## config.mk

```make
export PLATFORM = sky130hd
export DESIGN_NAME = lsc_cycle_ctrl
export DESIGN_NICKNAME = d
export VERILOG_FILES = /design/src/inc/lsc_pkg.sv /design/src/hw/lsc_cycle_ctrl.sv
export SDC_FILE = /design/constraint.sdc
export NUM_CORES = 1
export LEC_CHECK = 0
export ABC_AREA = 1
export BUFFER_PORTS_ARGS = -buffer_cell sky130_fd_sc_hd__buf_2
export CAP_MARGIN = 20
export CORE_MARGIN = 5
export CORE_UTILIZATION = 61
export CTS_CLUSTER_DIAMETER = 120
export DETAILED_ROUTE_END_ITERATION = 8
export PLACE_DENSITY = 0.84
export SYNTH_ARGS = -nofsm -noshare
export SYNTH_HDL_FRONTEND = slang
export SYNTH_SLANG_ARGS = --single-unit
export TNS_END_PERCENT = 20
```

## constraint.sdc

```tcl
create_clock -name clk_i -period 13.5 [get_ports clk_i]
set_clock_uncertainty 0.15 [all_clocks]
set_input_delay 1.35 -clock clk_i [delete_from_list [all_inputs] [get_ports clk_i]]
set_output_delay 1.35 -clock clk_i [all_outputs]
set_load 0.02 [all_outputs]
```

## src/inc/lsc_pkg.sv

```systemverilog
// package for the light sensor measurement cycle controller
package lsc_pkg;

    // register offsets as seen by the serial register port
    localparam logic [7:0] ADDR_POWER_AND_FUNCTION_ENABLE = 8'h80;
    localparam logic [7:0] ADDR_INTEGRATION_LENGTH = 8'h81;
    localparam logic [7:0] ADDR_WAIT_LENGTH = 8'h83;
    localparam logic [7:0] ADDR_LOW_LIMIT_LSB = 8'h84;
    localparam logic [7:0] ADDR_LOW_LIMIT_MSB = 8'h85;

    // reset values
    localparam logic [7:0] RST_POWER_AND_FUNCTION_ENABLE = 8'h00;
    localparam logic [7:0] RST_INTEGRATION_LENGTH = 8'h00;
    localparam logic [7:0] RST_WAIT_LENGTH = 8'h00;
    localparam logic [7:0] RST_LOW_LIMIT_LSB = 8'h00;
    localparam logic [7:0] RST_LOW_LIMIT_MSB = 8'h00;

    // enable register field positions
    localparam int unsigned BIT_OSCILLATOR_POWER_ON = 0;
    localparam int unsigned BIT_LIGHT_MEASURE_ON = 1;
    localparam int unsigned BIT_WAIT_TIMER_ON = 3;
    localparam logic [7:0] ENABLE_WRITABLE_MASK = 8'h0b;

    // timing: one step of the integration and wait timers
    localparam real CLK_MHZ = 20.0;
    localparam real STEP_MS = 2.78;
    localparam int unsigned STEP_CYCLES = int'(STEP_MS * 1000.0 * CLK_MHZ);
    localparam int unsigned WAIT_STRETCH_FACTOR = 12;

    // full-scale counts per integration step
    localparam int unsigned COUNTS_PER_STEP_LOG2 = 10;
    localparam logic [15:0] RESULT_FULL_SCALE = 16'hffff;

    // measurement sequencer states
    typedef enum logic [2:0] {
        LSC_IDLE = 3'b001,
        LSC_INTEG = 3'b010,
        LSC_WAIT = 3'b100
    } lsc_state_t;

    // one access from the serial engine to the register file
    typedef struct packed {
        logic [7:0] addr;
        logic [7:0] wdata;
        logic wr;
        logic rd;
    } lsc_reg_req_t;

endpackage

```

## src/hw/lsc_cycle_ctrl.sv

```systemverilog
// measurement cycle controller: enables, integration and wait timers, low threshold
module lsc_cycle_ctrl #(
    parameter int unsigned STEP_CYCLES = lsc_pkg::STEP_CYCLES
) (
    input wire logic clk_i,
    input wire logic reset_i,
    input wire lsc_pkg::lsc_reg_req_t reg_req_i,
    output logic [7:0] reg_rdata_o,
    input wire logic wait_stretch_i,
    input wire logic int_enable_i,
    input wire logic [3:0] persistence_count_i,
    input wire logic [15:0] ch0_result_i,
    input wire logic int_clear_i,
    output logic osc_run_o,
    output logic measure_active_o,
    output logic integrating_o,
    output logic autozero_o,
    output logic result_valid_o,
    output logic [15:0] ch0_value_o,
    output logic [15:0] low_limit_o,
    output logic light_int_o,
    output logic int_pin_o,
    output logic int_pin_oe_o
);
    import lsc_pkg::*;

    localparam logic [23:0] STEP_LEN = 24'(STEP_CYCLES);
    localparam logic [23:0] STEP_LEN_LONG = 24'(STEP_CYCLES * WAIT_STRETCH_FACTOR);

    logic [7:0] enable_reg;
    logic [7:0] integration_length;
    logic [7:0] wait_length;
    logic [7:0] low_limit_lsb;
    logic [15:0] low_limit;
    lsc_state_t state;
    lsc_state_t next_state;
    logic [7:0] cnt;
    logic [7:0] next_cnt;
    logic [23:0] presc;
    logic [5:0] below_cnt;
    logic az_pending;
    logic result_valid;
    logic [15:0] ch0_value;
    logic light_int;

    // register port decode
    wire wr_enable = reg_req_i.wr && reg_req_i.addr == ADDR_POWER_AND_FUNCTION_ENABLE;
    wire wr_integ = reg_req_i.wr && reg_req_i.addr == ADDR_INTEGRATION_LENGTH;
    wire wr_wait = reg_req_i.wr && reg_req_i.addr == ADDR_WAIT_LENGTH;
    wire wr_lsb = reg_req_i.wr && reg_req_i.addr == ADDR_LOW_LIMIT_LSB;
    wire wr_msb = reg_req_i.wr && reg_req_i.addr == ADDR_LOW_LIMIT_MSB;

    // enable bits steer the sequencer
    wire oscillator_power_on = enable_reg[BIT_OSCILLATOR_POWER_ON];
    wire light_measure_on = enable_reg[BIT_LIGHT_MEASURE_ON];
    wire wen = enable_reg[BIT_WAIT_TIMER_ON];
    wire run = oscillator_power_on && light_measure_on; // measurement without the oscillator is never started

    // oscillator bit rising with measure set in the same write arms the auto-zero pass
    wire az_arm = wr_enable && !oscillator_power_on && reg_req_i.wdata[BIT_OSCILLATOR_POWER_ON]
        && reg_req_i.wdata[BIT_LIGHT_MEASURE_ON];

    // step timer: a wait step is stretched twelvefold when asked
    wire [23:0] step_len = (state == LSC_WAIT && wait_stretch_i) ? STEP_LEN_LONG : STEP_LEN;
    // at or past the end, so a stretch dropped mid-step cannot let the prescaler run on and wrap
    wire step_tick = presc >= step_len - 24'h000001;
    wire phase_end = step_tick && cnt == 8'h00; // terminal count of either down counter
    wire integ_end = state == LSC_INTEG && phase_end && run;

    // saturating result: (steps << 10) - 1, capped at full scale
    wire [8:0] steps = {1'b0, integration_length} + 9'h001;
    wire [18:0] max_raw = {steps, 10'h000} - 19'h00001;
    wire [15:0] max_value = (max_raw > {3'h0, RESULT_FULL_SCALE}) ? RESULT_FULL_SCALE : max_raw[15:0];
    wire [15:0] clamped = (ch0_result_i > max_value) ? max_value : ch0_result_i;

    // persistence filter target from the code: 1..3 literal, then steps of five
    wire [5:0] pers_code = {2'h0, persistence_count_i};
    wire [5:0] pers_target = (pers_code < 6'h04) ? pers_code : 6'((pers_code - 6'h03) * 6'h05);
    wire below = clamped < low_limit;
    // saturating, so a long run below the limit never wraps back under the target
    wire [5:0] below_next = below ? ((below_cnt == 6'h3f) ? below_cnt : below_cnt + 6'h01) : 6'h00;
    wire int_event = integ_end && (pers_code == 6'h00 || (below && below_next >= pers_target));

    // read mux; unmapped offsets read as zero
    wire [7:0] rdata_mux =
        (reg_req_i.addr == ADDR_POWER_AND_FUNCTION_ENABLE) ? enable_reg :
        (reg_req_i.addr == ADDR_INTEGRATION_LENGTH) ? integration_length :
        (reg_req_i.addr == ADDR_WAIT_LENGTH) ? wait_length :
        (reg_req_i.addr == ADDR_LOW_LIMIT_LSB) ? low_limit_lsb :
        (reg_req_i.addr == ADDR_LOW_LIMIT_MSB) ? low_limit[15:8] : 8'h00;

    // sequencer: integrate, optionally wait, repeat
    always_comb begin
        next_state = state;
        next_cnt = cnt;
        case (state)
            LSC_IDLE: begin
                if (run) begin
                    next_state = LSC_INTEG;
                    next_cnt = integration_length;
                end
            end
            LSC_INTEG: begin
                if (!run) begin
                    next_state = LSC_IDLE;
                end else if (phase_end && wen) begin
                    next_state = LSC_WAIT;
                    next_cnt = wait_length;
                end else if (phase_end) begin
                    next_cnt = integration_length; // back-to-back integrations
                end else if (step_tick) begin
                    next_cnt = cnt - 8'h01;
                end
            end
            LSC_WAIT: begin
                if (!run) begin
                    next_state = LSC_IDLE;
                end else if (phase_end) begin
                    next_state = LSC_INTEG;
                    next_cnt = integration_length;
                end else if (step_tick) begin
                    next_cnt = cnt - 8'h01;
                end
            end
            default: begin
                next_state = LSC_IDLE;
                next_cnt = 8'h00;
            end
        endcase
    end

    // register file; writes to reserved enable bits are dropped
    always_ff @(posedge clk_i) begin
        if (reset_i) begin
            enable_reg <= RST_POWER_AND_FUNCTION_ENABLE;
            integration_length <= RST_INTEGRATION_LENGTH;
            wait_length <= RST_WAIT_LENGTH;
            low_limit_lsb <= RST_LOW_LIMIT_LSB;
            low_limit <= {RST_LOW_LIMIT_MSB, RST_LOW_LIMIT_LSB};
        end else begin
            if (wr_enable) enable_reg <= reg_req_i.wdata & ENABLE_WRITABLE_MASK;
            if (wr_integ) integration_length <= reg_req_i.wdata;
            if (wr_wait) wait_length <= reg_req_i.wdata;
            if (wr_lsb) low_limit_lsb <= reg_req_i.wdata;
            if (wr_msb) low_limit <= {reg_req_i.wdata, low_limit_lsb}; // no half-updated threshold
        end
    end

    // sequencer state and step prescaler
    always_ff @(posedge clk_i) begin
        if (reset_i) begin
            state <= LSC_IDLE;
            cnt <= 8'h00;
            presc <= 24'h000000;
        end else begin
            state <= next_state;
            cnt <= next_cnt;
            presc <= (state == LSC_IDLE || step_tick) ? 24'h000000 : presc + 24'h000001;
        end
    end

    // auto-zero request held until the first integration begins
    always_ff @(posedge clk_i) begin
        if (reset_i) begin
            az_pending <= 1'b0;
            autozero_o <= 1'b0;
        end else begin
            az_pending <= az_arm || (az_pending && state != LSC_INTEG);
            autozero_o <= az_pending && state == LSC_IDLE && next_state == LSC_INTEG;
        end
    end

    // result capture, persistence count and sticky flag; a new event beats a clear
    always_ff @(posedge clk_i) begin
        if (reset_i) begin
            result_valid <= 1'b0;
            ch0_value <= 16'h0000;
            below_cnt <= 6'h00;
            light_int <= 1'b0;
        end else begin
            result_valid <= integ_end;
            if (integ_end) ch0_value <= clamped;
            if (integ_end) below_cnt <= below_next;
            light_int <= int_event || (light_int && !int_clear_i);
        end
    end

    assign reg_rdata_o = rdata_mux;
    assign osc_run_o = oscillator_power_on;
    assign measure_active_o = state != LSC_IDLE;
    assign integrating_o = state == LSC_INTEG;
    assign result_valid_o = result_valid;
    assign ch0_value_o = ch0_value;
    assign low_limit_o = low_limit;
    assign light_int_o = light_int;
    // open drain, active low: drive low only while flagged and enabled
    assign int_pin_o = 1'b0;
    assign int_pin_oe_o = light_int && int_enable_i;

    // check aid: cycles spent in the running phase, cleared at every phase change or end
    // 28 bits so a stretched 256-step wait at the full step length still fits
    logic [27:0] phase_cycles;
    wire [27:0] integ_span = 28'(steps) * 28'(STEP_CYCLES);
    wire [8:0] wait_steps = {1'b0, wait_length} + 9'h001;
    wire [27:0] wait_mult = wait_stretch_i ? 28'(WAIT_STRETCH_FACTOR) : 28'h0000001;
    wire [27:0] wait_span = 28'(wait_steps) * 28'(STEP_CYCLES) * wait_mult;

    // phase length counter; only the checks read it, nothing in the datapath does
    always_ff @(posedge clk_i) begin
        if (reset_i) begin
            phase_cycles <= 28'h0000000;
        end else begin
            phase_cycles <= (next_state != state || phase_end) ? 28'h0000000 : phase_cycles + 28'h0000001;
        end
    end
endmodule

```

After elaboration in Yosys (flattened, before gate mapping)
Index checks and enable logic that the tools add are counted.
{"block": "word_totals", "register_bits": 104, "latchBits": 0, "ram_bits": 0, "rom_bits": 0, "in_bits": 43, "out_inout_bits": 48, "elab_cells": 98, "mem_count": 0}
{"block": "classes", "add_sub_neg": 7, "multipliers": 1, "div_mod_pow": 0, "order_cmp": 6, "eq_ne": 15, "shift": 0, "n_mux": 24, "bitwise": 0, "reduce_logical": 31}
{"operator": "$mux W8", "n": 11}
{"operator": "$eq A8 B8 Y1 const B", "n": 5}
{"operator": "$mux W16", "n": 2}
{"operator": "$add A24 B1 Y24 const B", "n": 1}
{"operator": "$ge A24 B24 Y1", "n": 1}
{"operator": "$pmux W8 S3", "n": 1}
{"operator": "$logic_and A1 B1 Y1", "n": 21}
{"operator": "$sub A20 B1 Y21 const B", "n": 1}
{"operator": "$mux W20", "n": 1}
{"operator": "$gt A19 B16 Y1 const B", "n": 1}
{"operator": "$sub A19 B1 Y19 const B", "n": 1}
{"operator": "$mux W6", "n": 3}
{"operator": "$gt A16 B16 Y1", "n": 1}
{"operator": "$lt A16 B16 Y1", "n": 1}
{"operator": "$mux W3", "n": 5}
{"operator": "$add A8 B1 Y9 const B", "n": 1}
{"operator": "$pmux W3 S3", "n": 1}
{"operator": "$logic_not A8 Y1", "n": 1}
{"operator": "$sub A8 B1 Y8 const B", "n": 1}
{"operator": "$add A6 B1 Y6 const B", "n": 1}
{"operator": "$eq A3 B2 Y1 const B", "n": 2}
{"operator": "$eq A6 B6 Y1 const B", "n": 1}
{"operator": "$ge A6 B6 Y1", "n": 1}
{"operator": "$logic_not A6 Y1", "n": 1}
{"operator": "other kinds (13)", "n": 18}

Logic depth before layout (Yosys ltp)
Gate-level depths: netlist of run 1.
{"block": "depth", "depth_word": 13, "depth_mapped": 44, "ltp_nobuf": 43}

Worst setup path after synthesis of run 1
OpenSTA, ideal clock, no wires.
{"block": "synth_path", "path_kind": "reg2reg", "from": "register integration_length[0]", "to": "register light_int, in the netlist light_int_o", "setup_ps": 113, "t_arrival_ps": 5092, "t_required_ps": 13237, "setup_slack_ps": 8146, "stages_incl_launch_ff": 39, "n_path_buf": 1, "period_less_slack_ps": 5354, "cell_sequence": "dfxtp_1 -> ha_1 -> nor2_1 -> nand2_1 -> nor3_2 -> nand3_1 -> nor2_2 -> nor2_4 -> nand3b_1 -> inv_1 -> ha_1 -> nand2_1 -> nor2_1 -> nand2_1 -> nand3_1 -> nand2_2 -> inv_1 -> clkbuf_1 -> [3 not listed] -> a21oi_1 -> o21ai_0 -> nand3_1 -> a21oi_1 -> a211oi_1 -> nand3_1 -> ha_1 -> inv_1 -> a21boi_0 -> o21ai_0 -> a21boi_0 -> o21a_1 -> o21ai_0 -> nand2_1 -> nand3_1 -> nand2_1 -> nand2_1 -> nand2_1"}
{"block": "synth_between", "elab_chain_cells": 13}
{"item": "start, declared", "line_no": "lsc_cycle_ctrl.sv:31", "text": "logic [7:0] integration_length;"}
{"item": "start signal, assigned", "line_no": "lsc_cycle_ctrl.sv:142", "text": "if (wr_integ) integration_length <= reg_req_i.wdata;"}
{"item": "$add A8 B1 Y9 (*)", "line_no": "lsc_cycle_ctrl.sv:71", "text": "wire [8:0] steps = {1'b0, integration_length} + 9'h001;"}
{"item": "$sub A19 B1 Y19 (*)", "line_no": "lsc_cycle_ctrl.sv:72", "text": "wire [18:0] max_raw = {steps, 10'h000} - 19'h00001;"}
{"item": "$gt A19 B16 Y1", "line_no": "lsc_cycle_ctrl.sv:73", "text": "wire [15:0] max_value = (max_raw > {3'h0, RESULT_FULL_SCALE}) ? RESULT_FULL_SCALE : max_raw[15:0];"}
{"item": "$mux W16 (*)", "line_no": "lsc_cycle_ctrl.sv:73"}
{"item": "$gt A16 B16 Y1", "line_no": "lsc_cycle_ctrl.sv:74", "text": "wire [15:0] clamped = (ch0_result_i > max_value) ? max_value : ch0_result_i;"}
{"item": "$mux W16 (*)", "line_no": "lsc_cycle_ctrl.sv:74"}
{"item": "via clamped[11]", "line_no": "lsc_cycle_ctrl.sv:74"}
{"item": "$lt A16 B16 Y1 (*)", "line_no": "lsc_cycle_ctrl.sv:79", "text": "wire below = clamped < low_limit;"}
{"item": "$mux W6", "line_no": "lsc_cycle_ctrl.sv:81", "text": "wire [5:0] below_next = below ? ((below_cnt == 6'h3f) ? below_cnt : below_cnt + 6'h01) : 6'h00;"}
{"item": "$ge A6 B6 Y1", "line_no": "lsc_cycle_ctrl.sv:82", "text": "wire int_event = integ_end && (pers_code == 6'h00 || (below && below_next >= pers_target));"}
{"item": "$logic_and A1 B1 Y1 (*)", "line_no": "lsc_cycle_ctrl.sv:82"}
{"item": "$logic_or A1 B1 Y1 (*)", "line_no": "lsc_cycle_ctrl.sv:82"}
{"item": "$logic_and A1 B1 Y1 (*)", "line_no": "lsc_cycle_ctrl.sv:82"}
{"item": "$logic_or A1 B1 Y1 (*)", "line_no": "lsc_cycle_ctrl.sv:184", "text": "light_int <= int_event || (light_int && !int_clear_i);"}
{"item": "end signal, assigned", "line_no": "lsc_cycle_ctrl.sv:184"}
{"item": "end, declared", "line_no": "lsc_cycle_ctrl.sv:44", "text": "logic light_int;"}
The timed path passes the listed nets; every way through them passes the cells marked *.
A chain may end at the register's enable or synchronous reset.

Worst setup path after layout of run 1
Same ends and word-level chain as after synthesis.

==> flow_summary.ini, run 1 <==
[setup_path]
critPathMostFrequentCell = nand2_1
cp_slowest_stage_delay_ns = 0.72
crit_arrival_ns = 6.65
cpMaxStageDelayCell = a211oi_1
cp-end-kind = flip-flop
cp.required_ns = 13.65
cp_max_fo = 15
crit_type = reg2reg
startpoint_type = flip-flop

[job]
maxCapViolations = 0

[cts]
clock_sinks = 104
holdBufCountCts = 0
cts_resized = 0
clkLatencyLatePin_ns = 0.39
cts_made_buffers = 9
postCtsSetupRepairBufs = 0
cts_root_buf = clkbuf_8
cts_max_level = 3
cts_tree = built
clk_pin_slew_ns = 0.11
clock_path_buffers = 2

[pwr]
power_frac_seq_pct = 50.9
p_comb_share_pct = 9.1
powerDensity_mw_per_mm2 = 84.9
p_leak_nw = 3.27
ir_drop_mv = 0.0776
switching_share_pct = 25.0
p_int_mw = 0.454
pwr-share-clk_pct = 40.1
switchingPower_mw = 0.151

[floorplan]
core-area_mm2 = 0.0102
die-width_um = 112
die_area_mm2 = 0.0126
fp-row-count = 37
start_util_pct = 62.2
chipHeight_um = 112
pin_count = 91

[layout]
finalNetCount = 1092
drive_above_1_share_pct = 13.8
synthToLayoutAreaGrowth_pct = 12.0
regMostFlops = presc
largest_reg_flops = 24
diodes = 0
n_fill_cell = 900

[detailed_routing]
drt_iter0_markers = 405
vias_per_cell = 5.43
avgRoutedWirePerCell_um = 13.7
wl_mm = 15.7
first_pass_iters = 5
drc = 0
via_count = 6193
drtAntennaViolNets = 0

[synthesis]
synthSimpleGateAreaFrac_pct = 27.1
ys_seq_area_share_pct = 32.7
syn_inst = 925
synth_edf_count = 0
yosys_warnings = 0
synth_area_per_cell_um2 = 6.88
synth_compound_area_share_pct = 17.0
synth_ff_type = dfxtp_1
synth_xor_area_share_pct = 3.56
syn_area_mm2 = 0.00636
ys_async_sr_fraction_pct = 0
synth_seq_cells = 104
synth_mux_area_share_pct = 0
synth_top_family_by_area = simple AND/OR/NAND/NOR gates
synth_fa_ha_area_share_pct = 9.75
synth.distinct_cells = 49

[timing]
fin_ws_ns = 7.00
slew_violations = 0
fin_crit_sh_pct = 48.1
hold_viol = 0
finalSetupViolations = 0
rsz0062_at_grt = false
worstMarginPinSlew_ns = 0.915
fmax_mhz = 154
fin_crit_ns = 6.50
maxSlewHeadroom_pct = 38.6
fin_setup_tns_ns = 0

[placement]
pre_cts_slack_ns = 7.10
numPortBuffers = 88
finalWeightedCongestion = 0.900
dp_hpwl_mm = 11.6

[global_route]
grt_max_degree = 65
grt_usage_pct = 25.0
overflow = 0
antenna_found_initial = 0
grt_first_pass_wirelength_mm = 26.3
grt_pass1_vias = 5809

[worst_hold_path]
hold_path_class = reg2reg

[run_status]
outcome = completed
==> power groups by stage <==
stage	clock [mW]	sequential, mW	combinational, mW
after floorplan	0	0.315	0.0368
after global placement	0	0.315	0.0521
after detailed placement	0	0.315	0.0541
after CTS	0.247	0.308	0.0547
after global routing	0.257	0.308	0.0636
final	0.242	0.308	0.0549
==> worst max-delay path, delay by kind of cell (launching register included) <==
kind,cells,cell delay [ns]
AND/OR/NAND/NOR,19,2.28
AO/OA/AOI/OAI,9,1.66
adder cells (fa/ha/maj),4,1.16
flip-flops,1,0.49
buffers and inverters,4,0.43
XOR/XNOR,1,0.20
==> through the flow <==
| stage | cell area, um^2 | hold slack, ns | cells | util (%) | power, mW |
|---|---|---|---|---|---|
| 3_3_place_gp | 6870 | 0.292 | 1125 | 67.2 | 0.367 |
| 4_1_cts | 7120 | 0.313 | 1141 | 69.6 | 0.609 |
| 6_report | 7120 | 0.316 | 1141 | 69.6 | 0.605 |
| 5_1_grt | 7120 | 0.332 | 1141 | 69.6 | 0.628 |
| 2_1_floorplan | 6370 | 0.280 | 928 | - | 0.352 |
| 3_5_place_dp | 6870 | 0.299 | 1125 | 67.2 | 0.369 |
==> layout make-up <==
class	instances	area [um^2]	share of cell area (%)
clock buffers	9	124	1.74
clock inverters	7	125	1.76
inverters	134	503	7.06
multi-input cells	662	3670	51.5
flip-flops and latches	104	2080	29.2
well taps	136	170	2.39
repair buffers	89	448	6.29
==> metal layers <==
layer  global-route usage [%]  share of wire, %
met1                     30.8                43
met2                     42.9                48
met3                     6.20               6.6
met4                     8.49               2.5
met5                        0                 0
==> worst paths after layout <==
check / from / endpoint / slack (ns) / depth (start not counted)
max: integration_length[0]$_SDFFE_PP0P_ / light_int_o$_SDFF_PP0_ / 7.00 / 37
min: presc[20]$_SDFF_PP0_ / presc[20]$_SDFF_PP0_ / 0.32 / 2
max reg2reg: integration_length[0]$_SDFFE_PP0P_ / light_int_o$_SDFF_PP0_ / 7.00 / 37
min reg2reg: presc[20]$_SDFF_PP0_ / presc[20]$_SDFF_PP0_ / 0.32 / 2
==> kinds of logic (layout without fill, tap and decap cells) <==
group / after synthesis / in the layout
simple gates: 389 / 389
fa+ha+maj: 49 / 49
xor+xnor: 25 / 25
flops: 104 / 104
other cells: 1 / 4
compound gates: 195 / 195
buf+inv: 162 / 239
==> synthesized netlist by cell type (3+ instances only) <==
cell | number | share of area (%)
o21ai_0 | 72 | 5.7
nor3b_1 | 4 | 0.47
inv_1 | 129 | 7.6
ha_1 | 48 | 9.4
o211ai_1 | 7 | 0.83
or2_2 | 10 | 0.98
nor2_1 | 96 | 5.7
xor2_1 | 17 | 2.3
nand3b_1 | 3 | 0.35
a31oi_1 | 3 | 0.30
dfxtp_1 | 104 | 33
nand4_1 | 13 | 1.3
inv_2 | 4 | 0.24
nor2_2 | 5 | 0.49
a21oi_1 | 83 | 6.5
o21a_1 | 8 | 0.94
nand3_1 | 52 | 4.1
clkbuf_1 | 20 | 1.2
nand3_2 | 3 | 0.47
buf_2 | 7 | 0.55
o221ai_1 | 4 | 0.55
xnor2_1 | 7 | 0.96
nor3_1 | 10 | 0.79
nor3_2 | 3 | 0.47
nand2_1 | 180 | 11
a211oi_1 | 3 | 0.35
a221oi_1 | 3 | 0.41
==> layout by cell type, fill, tap and decap left out, types with 2 or more instances in the layout <==
master	synthesis	layout
a211oi_1	3	3
a21boi_0	2	2
a21oi_1	83	83
a221oi_1	3	3
a31oi_1	3	3
buf_2	7	88
bufinv_16	0	3
clkbuf_8	0	9
clkinv_4	0	2
conb_1	1	4
dfxtp_1	104	104
ha_1	48	48
inv_1	129	129
inv_2	4	4
inv_6	0	2
nand2_1	180	180
nand2_2	2	2
nand3_1	52	52
nand3_2	3	3
nand3b_1	3	3
nand4_1	13	13
nor2_1	96	96
nor2_2	5	5
nor2_4	2	2
nor3_1	10	10
nor3_2	3	3
nor3b_1	4	4
nor4_1	2	2
o211ai_1	7	7
o21a_1	8	8
o21ai_0	72	72
o21ai_1	2	2
o221ai_1	4	4
or2_2	10	10
xnor2_1	7	7
xor2_1	17	17
(Power assumes the default switching activity.)
==> run 2: changes to the inputs <==
CORE_UTILIZATION = 58   (was 61)
PLACE_DENSITY = 0.81   (was 0.84)
clock period = 6.25 ns   (was 13.5 ns; I/O delays follow)
==> run 2 against run 1 <==
  * Final cell count up 1.1%
  * Worst hold slack worse by 0.0028 ns
  * Sequential power up 120%
  * Combinational power up 130%
  * Critical path type unchanged
  * Highest routed layer unchanged
==> flow_summary.ini, run 2 (synthesized netlist as in run 1, its figures left out) <==
[timing]
fin_ws_ns = 0.517
slew_violations = 0
finalSetupViolations = 0
hold_viol = 0
fmax_mhz = 174
maxSlewHeadroom_pct = 44.9
hold-worst-slack_ns = 0.313
fin_setup_tns_ns = 0
fin_crit_sh_pct = 91.7
fin_crit_ns = 5.73
worstMarginPinSlew_ns = 0.824

[cts]
clkLatencyLatePin_ns = 0.39
cts_root_buf = clkbuf_8
cts_made_buffers = 9
holdBufCountCts = 0
cts_max_level = 3
cts_tree = built
clk_pin_slew_ns = 0.11
clock_path_buffers = 2
clock_sinks = 104

[setup_path]
crit_type = reg2reg
startpoint_type = flip-flop
crit_buf_inv = 4
crit_arrival_ns = 5.88
cp-end-kind = flip-flop
cp.required_ns = 6.40
cp_max_fo = 7
r2r-start = integration_length[0]$_SDFFE_PP0P_
cp-startpoint = integration_length[0]$_SDFFE_PP0P_
critPathMostFrequentCell = nand2_1
cp_slowest_stage_delay_ns = 0.39
cpMaxStageDelayCell = dfxtp_4
cpLargestDelayFamily = simple AND/OR/NAND/NOR gates

[placement]
placedCellCount = 1130
finalWeightedCongestion = 0.831
dp_hpwl_mm = 11.6
pre_cts_slack_ns = 0.313
numPortBuffers = 88

[global_route]
antenna_found_initial = 0
grt_usage_pct = 24.0
grt_first_pass_wirelength_mm = 25.9
grt-busiest-layer = met2
grtUsageMet2_pct = 40.0
grt_max_degree = 65
overflow = 0
met1_usage_pct = 30.8
met3_usage_pct = 6.05
grt_pass1_vias = 5676

[pwr]
p_leak_nw = 3.29
ir_drop_mv = 0.137
powerDensity_mw_per_mm2 = 173

[floorplan]
fp-row-count = 38
core-area_mm2 = 0.0108
pin_count = 91
die-width_um = 115
start_util_pct = 58.9
chipHeight_um = 115
die_area_mm2 = 0.0132

[layout]
drive_above_1_share_pct = 15.2
layout_common_cells = nand2_1 (180), inv_1 (128), dfxtp_1 (102), nor2_1 (95), buf_2 (88)
final_common_cell = nand2_1
stdcell_count = 1153
regMostFlops = presc
finalNetCount = 1100
diodes = 0
largest_reg_flops = 24
synthToLayoutAreaGrowth_pct = 12.8

[detailed_routing]
drc = 0
drtAntennaViolNets = 0
wl_mm = 15.5
avgRoutedWirePerCell_um = 13.5
drt_iter0_markers = 447
via_count = 6153
first_pass_iters = 5
vias_per_cell = 5.34

[worst_hold_path]
worstHoldStart = presc[20]$_SDFF_PP0_
hold_path_class = reg2reg

[run_status]
outcome = completed

[job]
maxCapViolations = 0
[run 2: final cells by class]
cell class	count	area (um^2)
repair buffers	96	500
repair inverters	1	5.00
fillers	974	3610
flip-flops and latches	104	2090
multi-input cells	662	3700
well taps	140	175
clock inverters	7	83.8
clock buffers	9	124
inverters	134	507
[run 2: worst min-delay path: stages (launching register included)]
cell,delay [ns]
dfxtp_1,0.32
inv_1,0.05
a21oi_1,0.06
[run 2: repair_timing]
item	CTS	global route
endpoints found under the setup margin	0	1
setup buffers	0	6
gates resized for setup	0	9
[run 2: worst paths after layout]
check	end	cells past startpoint	slack [ns]
min	presc[20]$_SDFF_PP0_	2	0.31
max	light_int_o$_SDFF_PP0_	37	0.52
min reg2reg	presc[20]$_SDFF_PP0_	2	0.31
max reg2reg	light_int_o$_SDFF_PP0_	37	0.52
[run 2: per-stage QoR]
stage               util, %  cell area [um^2]  total power, mW
global route           66.5              7180             1.30
CTS                    65.7              7090             1.24
finish                 66.5              7180             1.24
global placement       63.8              6890            0.797
floorplan                 -              6370            0.759
detailed placement     63.8              6890            0.799
[run 2: layer usage]
layer	routed length, um	share of wire, %
met1	6800	44
met2	7440	48
met3	976	6.3
met4	331	2.1
met5	0	0
[run 2: report_power, final]
part           leakage (nW)  switching, mW  internal (mW)
Clock                 0.108          0.257          0.195
Combinational          2.34         0.0756         0.0525
Sequential            0.840       0.000703          0.663
